--- config.mk ---
export PLATFORM = sky130hd
export DESIGN_NAME = cis_sequencer
export DESIGN_NICKNAME = d
export VERILOG_FILES = /design/src/design/cis_sequencer.v /design/src/design/cis_prio_pick.v
export VERILOG_INCLUDE_DIRS = /design/src /design/src/inc
export SDC_FILE = /design/constraint.sdc
export NUM_CORES = 1
export LEC_CHECK = 0
export ABC_AREA = 1
export BUFFER_PORTS_ARGS = -buffer_cell sky130_fd_sc_hd__clkbuf_2
export CAP_MARGIN = 20
export CORE_ASPECT_RATIO = 2
export CORE_MARGIN = 4
export CORE_UTILIZATION = 35
export CTS_BUF_LIST = sky130_fd_sc_hd__clkbuf_2 sky130_fd_sc_hd__clkbuf_4 sky130_fd_sc_hd__clkbuf_8
export CTS_CLUSTER_SIZE = 8
export DETAILED_ROUTE_END_ITERATION = 7
export PLACE_DENSITY = 0.68
export SYNTH_ARGS = -nofsm -noshare
export SYNTH_HDL_FRONTEND = slang
export SYNTH_SLANG_ARGS = --single-unit
--- constraint.sdc ---
create_clock -name clk_i -period 4.7 [get_ports clk_i]
set_input_delay 0.47 -clock clk_i [delete_from_list [all_inputs] [get_ports clk_i]]
set_output_delay 0.47 -clock clk_i [all_outputs]
set_load 0.01 [all_outputs]
--- src/inc/cis_map.vh ---
// constants for the core interrupt sequencer: vectors, status bits, cycle counts
// assumes a 13-bit word program counter and a 16-bit byte stack pointer
`ifndef CIS_MAP_VH
`define CIS_MAP_VH

`define CIS_NSRC          8
`define CIS_PC_W          13
`define CIS_SP_W          16
`define CIS_GIE_BIT       7
`define CIS_VEC_STEP      13'h0002
`define CIS_VEC_FIRST     13'h0002
`define CIS_RESET_VEC     13'h0000
`define CIS_ENTRY_CYC     3'h4
`define CIS_WAKE_CYC      3'h4
`define CIS_RET_CYC       3'h4
`define CIS_JMP_CYC       3'h3
`define CIS_SP_STEP       16'h0002
`define CIS_SP_RESET      16'h0000
`define CIS_CORE_STATUS_REGISTER_RESET    8'h00

`endif

--- src/design/cis_sequencer.v ---
// interrupt entry/return sequencer of an 8-bit core
// assumes the core reports instruction boundaries and opcode strobes as one-cycle pulses
// How it works
// - core clock is clk_i directly; no divider anywhere
// - register operation completes in one cycle; sequencer never stalls it
// - take a source only when its enable and global enable are both set
// - suppress interrupts per PC region when either lock bit pair is programmed
// - vectors at lowest addresses; lower address means higher priority
// - table select bit moves vectors to boot section start
// - boot reset fuse moves reset vector to boot section start
// - accepting an interrupt clears global enable
// - software may set global enable inside handler, allowing nesting
// - flag sources lose their flag when vectored
// - writing one to a flag bit clears it
// - flags set while disabled stay until enabled and served or cleared
// - requests pending while global enable low are served by priority later
// - level sources request only while their condition is present
// - after return, one instruction runs before next interrupt
// - status register is neither saved nor restored by hardware
// - clear-enable instruction masks immediately, even same-cycle requests
// - after set-enable instruction, next instruction runs first
// - entry takes four cycles and pushes the program counter
// - vector jump takes three cycles
// - multi-cycle instruction finishes before an interrupt is served
// - wake from sleep adds four cycles beyond start-up time
// - return takes four cycles, pops PC, SP plus two, sets enable
// - entry push decrements stack pointer by two
// - global enable lives in bit 7 of the status register
`timescale 1ns/10ps
`default_nettype none
`include "cis_map.vh"

module cis_sequencer (
  input  wire                  clk_i,          // core clock
  input  wire                  reset_n_i,      // async reset, active low
  input  wire [`CIS_NSRC-1:0]  src_event_i,    // flag-type condition pulses
  input  wire [`CIS_NSRC-1:0]  src_level_i,    // level-type conditions
  input  wire [`CIS_NSRC-1:0]  src_is_level_i, // 1: source is level type
  input  wire [`CIS_NSRC-1:0]  src_enable_i,   // individual enables
  input  wire [`CIS_NSRC-1:0]  flag_clear_i,   // write-one-to-clear strobe
  input  wire                  insn_done_i,    // instruction boundary pulse
  input  wire                  op_set_gie_i,   // set-enable instruction pulse
  input  wire                  op_clr_gie_i,   // clear-enable instruction pulse
  input  wire                  op_return_from_handler_op_i,      // return_from_handler_op pulse
  input  wire                  core_status_register_wr_i,      // software write of status reg
  input  wire [7:0]            core_status_register_wdata_i,   // status write data
  input  wire [7:0]            alu_flags_i,    // low flags from alu, bits 6..0
  input  wire                  alu_flags_we_i, // alu updates flags
  input  wire                  sleeping_i,     // core in sleep mode
  input  wire                  wake_ready_i,   // sleep start-up time elapsed
  input  wire [`CIS_PC_W-1:0]  pc_i,           // current program counter
  input  wire [`CIS_PC_W-1:0]  boot_start_i,   // boot section start word
  input  wire                  vector_table_select_i, // core_control_register bit
  input  wire                  boot_reset_fuse_i,     // programmed: reset in boot
  input  wire                  app_lock_bit_b_i,      // programmed lock, app side
  input  wire                  boot_lock_bit_b_i,     // programmed lock, boot side
  input  wire [15:0]           pop_data_i,     // return address from stack
  output reg  [7:0]            core_status_register_o,         // core_status_register
  output reg  [`CIS_SP_W-1:0]  sp_o,           // stack pointer
  output reg                   push_o,         // pushing return address
  output reg  [15:0]           push_data_o,    // return address to push
  output reg                   pop_o,          // popping return address
  output reg                   pc_load_o,      // load pc_target_o
  output reg  [`CIS_PC_W-1:0]  pc_target_o,    // vector or return address
  output reg                   core_stall_o,   // hold the fetch unit
  output reg  [`CIS_NSRC-1:0]  flag_o,         // latched flags
  output reg  [2:0]            active_src_o    // last vectored source
);

  ////////////////////////////////////////////////////////////////////////////
  // timing, counted in edges from the one that samples a take or a return:
  //   edge 0  take; push_o, sp minus two and global enable low one cycle later
  //   edge 4  vector loaded on pc_load_o, or edge 8 when the core was asleep
  //   edge 7  stall drops after the three jump cycles (edge 11 after a wake)
  //   return  pop_o one cycle after the strobe; pc, sp and enable at edge 4
  // the stack partner must present the popped word by edge 4 of a return
  // the wake count sees sleeping_i one cycle late, so a core that enters
  // sleep on the very edge of the take is timed as a normal entry
  // lock suppression only looks at pc_i, so the core must present the pc
  // of the instruction that ends at the boundary
  // a flag event in the same cycle as its clear or its vectoring wins,
  // so a condition that recurs during entry is served again later
  // level sources keep no flag; enable and condition must both still
  // stand at the boundary edge
  // pc_target_o keeps its last value between loads
  // hold_ff is the one-instruction shadow after set-enable and return

  localparam ST_RUN   = 2'h0;
  localparam ST_ENTRY = 2'h1;
  localparam ST_RET   = 2'h2;
  localparam ST_JUMP  = 2'h3;

  reg        rst_s1_ff;
  reg        rst_s2_ff;
  wire       rst_n;

  always @(posedge clk_i or negedge reset_n_i) begin
    if (!reset_n_i) begin
      rst_s1_ff <= 1'b0;
      rst_s2_ff <= 1'b0;
    end else begin
      rst_s1_ff <= 1'b1;
      rst_s2_ff <= rst_s1_ff;
    end
  end
  assign rst_n = rst_s2_ff;

  ////////////////////////////////////////////////////////////////////////////
  reg [1:0]            state_ff;
  reg [1:0]            nxt_state;
  reg [2:0]            cnt_ff;
  reg [2:0]            nxt_cnt;
  reg                  hold_ff;     // one-instruction shadow after sei/return_from_handler_op
  reg                  nxt_hold;
  reg                  woke_ff;
  reg [`CIS_PC_W-1:0]  ret_pc_ff;
  reg                  started_ff;
  reg [7:0]            nxt_core_status_register;
  reg [`CIS_SP_W-1:0]  nxt_sp;
  reg [`CIS_NSRC-1:0]  nxt_flag;
  wire [`CIS_NSRC-1:0] req;
  wire [`CIS_NSRC-1:0] grant;
  wire [2:0]           win_idx;
  wire                 win_any;
  wire                 gie;
  wire                 lock_block;
  wire                 take;
  // decodes used only by the output logic
  wire [`CIS_PC_W-1:0] vec_addr;
  wire                 entry_last;
  wire                 ret_last;

  // vector base: boot section or zero
  function [`CIS_PC_W-1:0] cis_base;
    input sel;
    input [`CIS_PC_W-1:0] boot;
    begin
      cis_base = sel ? boot : `CIS_RESET_VEC;
    end
  endfunction

  assign gie = core_status_register_o[`CIS_GIE_BIT];

  assign lock_block = (app_lock_bit_b_i && (pc_i <  boot_start_i)) ||
                      (boot_lock_bit_b_i && (pc_i >= boot_start_i));

  genvar g;
  generate
    for (g = 0; g < `CIS_NSRC; g = g + 1) begin : g_req
      assign req[g] = src_enable_i[g] &
                      (src_is_level_i[g] ? src_level_i[g] : flag_o[g]);
    end
  endgenerate

  cis_prio_pick u_pick (
    .req_i   (req),
    .grant_o (grant),
    .idx_o   (win_idx),
    .any_o   (win_any)
  );

  // take only at a boundary or on a ready wake from sleep, clear-enable masks same cycle
  assign take = (state_ff == ST_RUN) && win_any && gie && !op_clr_gie_i &&
                !hold_ff && !lock_block &&
                (insn_done_i || (sleeping_i && wake_ready_i));

  // table base, first source one step above reset, one step per index
  assign vec_addr = cis_base(vector_table_select_i, boot_start_i) + `CIS_VEC_FIRST +
                    ({{(`CIS_PC_W-3){1'b0}}, win_idx} * `CIS_VEC_STEP);

  // last counted cycle of an entry or a return
  assign entry_last = (state_ff == ST_ENTRY) && (cnt_ff == 3'h0);
  assign ret_last   = (state_ff == ST_RET) && (cnt_ff == 3'h0);

  ////////////////////////////////////////////////////////////////////////////
  always @* begin
    nxt_state = state_ff;
    nxt_cnt   = cnt_ff;
    nxt_hold  = hold_ff;
    nxt_core_status_register  = core_status_register_o;
    nxt_sp    = sp_o;
    // event sets win over any clear
    nxt_flag  = (flag_o & ~flag_clear_i) | src_event_i;
    // only alu and software change status bits 6..0
    if (alu_flags_we_i)
      nxt_core_status_register[6:0] = alu_flags_i[6:0];
    if (core_status_register_wr_i)
      nxt_core_status_register = core_status_register_wdata_i;
    if (insn_done_i && state_ff == ST_RUN)
      nxt_hold = 1'b0;
    case (state_ff)
      ST_RUN: begin
        if (op_clr_gie_i)
          nxt_core_status_register[`CIS_GIE_BIT] = 1'b0;
        if (op_set_gie_i) begin
          nxt_core_status_register[`CIS_GIE_BIT] = 1'b1;
          nxt_hold = 1'b1;
        end
        if (op_return_from_handler_op_i) begin
          nxt_state = ST_RET;
          nxt_cnt   = `CIS_RET_CYC - 3'h1;
        end else if (take) begin
          nxt_core_status_register[`CIS_GIE_BIT] = 1'b0;
          nxt_flag = nxt_flag & ~(grant & ~src_is_level_i & ~src_event_i);
          nxt_state = ST_ENTRY;
          nxt_cnt = woke_ff ? (`CIS_ENTRY_CYC + `CIS_WAKE_CYC - 3'h1) :
                              (`CIS_ENTRY_CYC - 3'h1);
          nxt_sp = sp_o - `CIS_SP_STEP;
        end
      end
      ST_ENTRY: begin
        nxt_cnt = cnt_ff - 3'h1;
        if (cnt_ff == 3'h0) begin
          nxt_state = ST_JUMP;
          nxt_cnt   = `CIS_JMP_CYC - 3'h1;
        end
      end
      ST_JUMP: begin
        nxt_cnt = cnt_ff - 3'h1;
        if (cnt_ff == 3'h0)
          nxt_state = ST_RUN;
      end
      ST_RET: begin
        nxt_cnt = cnt_ff - 3'h1;
        if (cnt_ff == 3'h0) begin
          // pop, sp plus two, enable, one-instruction shadow
          nxt_state = ST_RUN;
          nxt_sp    = sp_o + `CIS_SP_STEP;
          nxt_core_status_register[`CIS_GIE_BIT] = 1'b1;
          nxt_hold  = 1'b1;
        end
      end
      default: nxt_state = ST_RUN;
    endcase
  end

  ////////////////////////////////////////////////////////////////////////////
  // every register on clk_i, undivided; no stall outside sequences
  always @(posedge clk_i or negedge rst_n) begin
    if (!rst_n) begin
      state_ff     <= ST_RUN;
      cnt_ff       <= 3'h0;
      hold_ff      <= 1'b0;
      woke_ff      <= 1'b0;
      ret_pc_ff    <= `CIS_RESET_VEC;
      started_ff   <= 1'b0;
      core_status_register_o       <= `CIS_CORE_STATUS_REGISTER_RESET;
      sp_o         <= `CIS_SP_RESET;
      flag_o       <= {`CIS_NSRC{1'b0}};
      push_o       <= 1'b0;
      push_data_o  <= 16'h0000;
      pop_o        <= 1'b0;
      pc_load_o    <= 1'b0;
      pc_target_o  <= `CIS_RESET_VEC;
      core_stall_o <= 1'b0;
      active_src_o <= 3'h0;
    end else begin
      state_ff   <= nxt_state;
      cnt_ff     <= nxt_cnt;
      hold_ff    <= nxt_hold;
      core_status_register_o     <= nxt_core_status_register;
      sp_o       <= nxt_sp;
      flag_o     <= nxt_flag;
      woke_ff    <= sleeping_i;
      started_ff <= 1'b1;
      push_o     <= take;
      pop_o      <= (state_ff == ST_RUN) && op_return_from_handler_op_i;
      pc_load_o  <= 1'b0;
      core_stall_o <= (nxt_state != ST_RUN);
      if (!started_ff) begin
        pc_load_o   <= 1'b1;
        pc_target_o <= cis_base(boot_reset_fuse_i, boot_start_i);
      end else if (take) begin
        push_data_o  <= {{(16-`CIS_PC_W){1'b0}}, pc_i};
        active_src_o <= win_idx;
        // vector held until the entry count runs out
        ret_pc_ff <= vec_addr;
      end else if (entry_last) begin
        pc_load_o   <= 1'b1;
        pc_target_o <= ret_pc_ff;
      end else if (ret_last) begin
        pc_load_o   <= 1'b1;
        pc_target_o <= pop_data_i[`CIS_PC_W-1:0];
      end
    end
  end

endmodule // cis_sequencer
`default_nettype wire

--- src/design/cis_prio_pick.v ---
// fixed-priority picker: lowest source index (lowest vector address) wins
// assumes the request vector is already gated by enables
`timescale 1ns/10ps
`default_nettype none
`include "cis_map.vh"

module cis_prio_pick (
  input  wire [`CIS_NSRC-1:0] req_i,    // gated requests
  output reg  [`CIS_NSRC-1:0] grant_o,  // one-hot winner
  output reg  [2:0]           idx_o,    // winner index
  output reg                  any_o     // some request present
);
  integer i;
  always @* begin
    grant_o = {`CIS_NSRC{1'b0}};
    idx_o   = 3'h0;
    any_o   = 1'b0;
    for (i = `CIS_NSRC-1; i >= 0; i = i - 1) begin
      if (req_i[i]) begin
        grant_o = {`CIS_NSRC{1'b0}};
        grant_o[i] = 1'b1;
        idx_o   = i[2:0];
        any_o   = 1'b1;
      end
    end
  end
endmodule // cis_prio_pick
`default_nettype wire

==> results.yml <==
run_status:
  status: "completed"
clock_network:
  worstSkewPairLatency_ns: 0.37
  clockRootBuffer: "clkbuf_8"
  cts_tree: "built"
  clkTransAtPathRegs_ns: 0.10
  clkSinkCount: 87
  cts_made_buffers: 9
  clock_path_buffers: 2
  cts_resized: 0
  cts_htree_levels: 3
sta:
  min_period_ns: 3.25
  clock.fmax_ghz: 0.308
  worst_pin_slew_ns: 0.658
  fin_tns_setup_ns: 0
  holdWs_ns: 0.226
  period_share: 0.690
  setup_ws_ns: 1.45
  slew_viol_final: 0
  rsz0062_at_grt: "no"
  finalSetupViolCount: 0
  maxSlewHeadroom: 0.561
  hold_viol_final: 0
  final.setup_skew_ns: 0.0148
placement:
  dpl-instance-area_um2: 6530
  preCtsSetupSlack_ns: 1.29
  port_buffers: 171
  hpwl_um: 13800
  gp_congestion: 0.886
grt:
  antenna_found_initial: 0
  grt_max_degree: 50
  grt_usage: 0.191
  grt_overflow: 0
  grt_pass1_wl_um: 26600
  grt_pass1_vias: 5245
worst_hold_path:
  hold_class: "in2reg"
final_layout:
  utilization: 0.441
  synthToLayoutAreaGrowth_pct: 22.7
  insertedDiodeCount: 0
  drive_above_1_share: 0.242
  final_area_um2: 6790
  fin_nets: 1048
die:
  die-width_um: 96.9
  num_rows: 64
  die_h_um: 186
  ios: 180
  start_util: 0.360
  dieArea_um2: 18000
  core_area_um2: 15400
route:
  drt_first_pass_iters: 4
  drcViolationCount: 0
  routedWlPerCell_um: 15.5
  drt_iter0_markers: 148
  routed_wl_um: 17100
  via_per_inst: 4.82
  ant_nets: 0
  vias: 5314
synthesis:
  yosysTopAreaCell: "dfrtp_1"
  synth_cells: 732
  syn-cell-area_um2: 5530
  ys_seq_area_frac: 0.394
  synth_flop_cell: "dfrtp_1"
  yosys_warnings: 0
  yosysMostFrequentCell: "nand2_1"
  avgSynthCellArea_um2: 7.56
  ys_top_cells_by_count: "224 x nand2_1, 89 x inv_1, 87 x dfrtp_1"
  synth-edff-count: 0
  synth_top_area_frac: 0.394
  async_reset_ff_frac: 1.00
  ys_ff_latch: 87
  synth.top_cells.by_area: "dfrtp_1 39%, nand2_1 15%, ha_1 7.7%"
  synth.distinct_cells: 40
critical_path:
  cp_slowest_cell: "dfrtp_1"
  cp_max_fo: 5
  path_class: "reg2reg"
  worstPathArrival_ns: 3.48
  path_cells: "inv_1 > o21ai_1 > nand2_1 > nand2_1 > inv_1 > nand2_1 > a31oi_1 > ha_1 > ha_1 > inv_1 > fa_1 > inv_1 > nand2_1 > nand2_1 > nand3_1 > nor2_1 > inv_1 > o21ai_0 > o21ai_1"
  cp-start-kind: "flop"
  critPathCaptureType: "flop"
  cp.required_ns: 4.94
  slowest_delay_ns: 0.38
  r2r_slack_ns: 1.45
power_and_ir_drop:
  leakage_uw: 0.00383
  p_int_uw: 1920
  cellPowerDensity_nw_per_um2: 489
  ir_worst_vdd_uv: 218
  sw_frac_of_total: 0.422
  power_frac_seq: 0.333
  clkPwrFrac: 0.189
  power.switching_uw: 1400
  pwr-share-comb: 0.478
job:
  cap_viol_max_count: 0
[registers in the layout, indices dropped and copies added, names as in the netlist]
signal                  cells
rst_n                       1
flag_o                      8
pc_load_o                   1
pc_target_o                13
push_data_o                13
active_src_o                3
push_o                      1
core_stall_o                1
pop_o                       1
woke_ff                     1
rst_s1_ff                   1
state_ff                    2
hold_ff                     1
sp_o                       15
ret_pc_ff                  13
core_status_register_o      8
cnt_ff                      3
started_ff                  1
[final cells by class]
class,count,area (um2)
Clock inverter,4,76.3
Timing Repair Buffer,173,873
Clock buffer,12,165
Fill cell,1634,8590
Multi-Input combinational cell,537,2900
Tap cell,198,248
Sequential cell,87,2180
Inverter,92,345
[timing repair]
item | 4_1_cts | 5_1_grt
endpoints found under the hold margin | 2 | 0
hold buffers | 1 | 0
buffers inserted | 0 | 0
[through the flow]
step / instances / power, uW
global route: 1103 / 3610
floorplan: 736 / 2220
finish: 1103 / 3320
detailed placement: 1086 / 2720
global placement: 1086 / 2690
CTS: 1103 / 3370
[cell families after synthesis]
group                      share of synthesized area
and+or+nand+nor                                0.284
AOI/OAI and AO/OA                             0.0968
other                                        0.00136
xor gates and xnor gates                      0.0301
DFF                                            0.394
muxes                                         0.0244
adders and majority gates                     0.0842
buffers and inverters                         0.0853
[worst paths after layout]
kind | start | to | cells past startpoint
max in group asynchronous | rst_n | flag_o[1] | 1
max | flag_o[4] | ret_pc_ff[8] | 19
min | sleeping_i | woke_ff | 1
min reg2reg | rst_n | sp_o[11] | 0
max reg2reg | flag_o[4] | ret_pc_ff[8] | 19
min in group asynchronous | rst_n | sp_o[11] | 0
[layout by cell type (no fill, tap or decap), types with 2 or more instances in the layout]
master | Yosys | routed
nand2_1 | 224 | 224
clkbuf_2 | 0 | 171
inv_1 | 89 | 89
dfrtp_1 | 87 | 86
nor2_1 | 61 | 61
nand3_1 | 50 | 50
ha_1 | 34 | 34
o21ai_0 | 29 | 29
a21oi_1 | 22 | 22
o21ai_1 | 15 | 15
o22ai_1 | 14 | 14
xor2_1 | 12 | 12
mux2_2 | 12 | 12
clkbuf_8 | 0 | 12
nor3_1 | 11 | 11
xnor2_1 | 7 | 7
o21bai_1 | 6 | 6
conb_1 | 2 | 6
a31oi_1 | 4 | 4
nand2_2 | 4 | 4
nand4_1 | 4 | 4
nand3_2 | 3 | 3
nor2_4 | 3 | 3
inv_2 | 3 | 3
nand3b_1 | 2 | 2
fa_1 | 2 | 2
bufinv_16 | 0 | 2
[per-layer routing]
layer / global-route usage / vias up / routed length [um]
li1: - / 2682 / -
met1: 0.185 / 2445 / 5940
met2: 0.376 / 147 / 9620
met3: 0.0315 / 40 / 723
met4: 0.106 / 0 / 807
met5: 0 / - / 0
[critical path: cells and delay by family, from the launching register on]
family	cells	cell delay, ns
AOI/OAI and AO/OA	4	0.89
adders and majority gates	3	0.78
buffers and inverters	5	0.37
DFF	1	0.38
and+or+nand+nor	7	0.70
[power groups by stage]
stage                     Combinational, uW  Sequential, uW  Clock [uW]
after global routing                   1800            1140         678
after floorplan                        1050            1170           0
after global placement                 1570            1120           0
after detailed placement               1600            1120           0
after CTS                              1600            1110         651
final                                  1580            1110         628
Note: power is estimated with default switching activity, not from simulation.
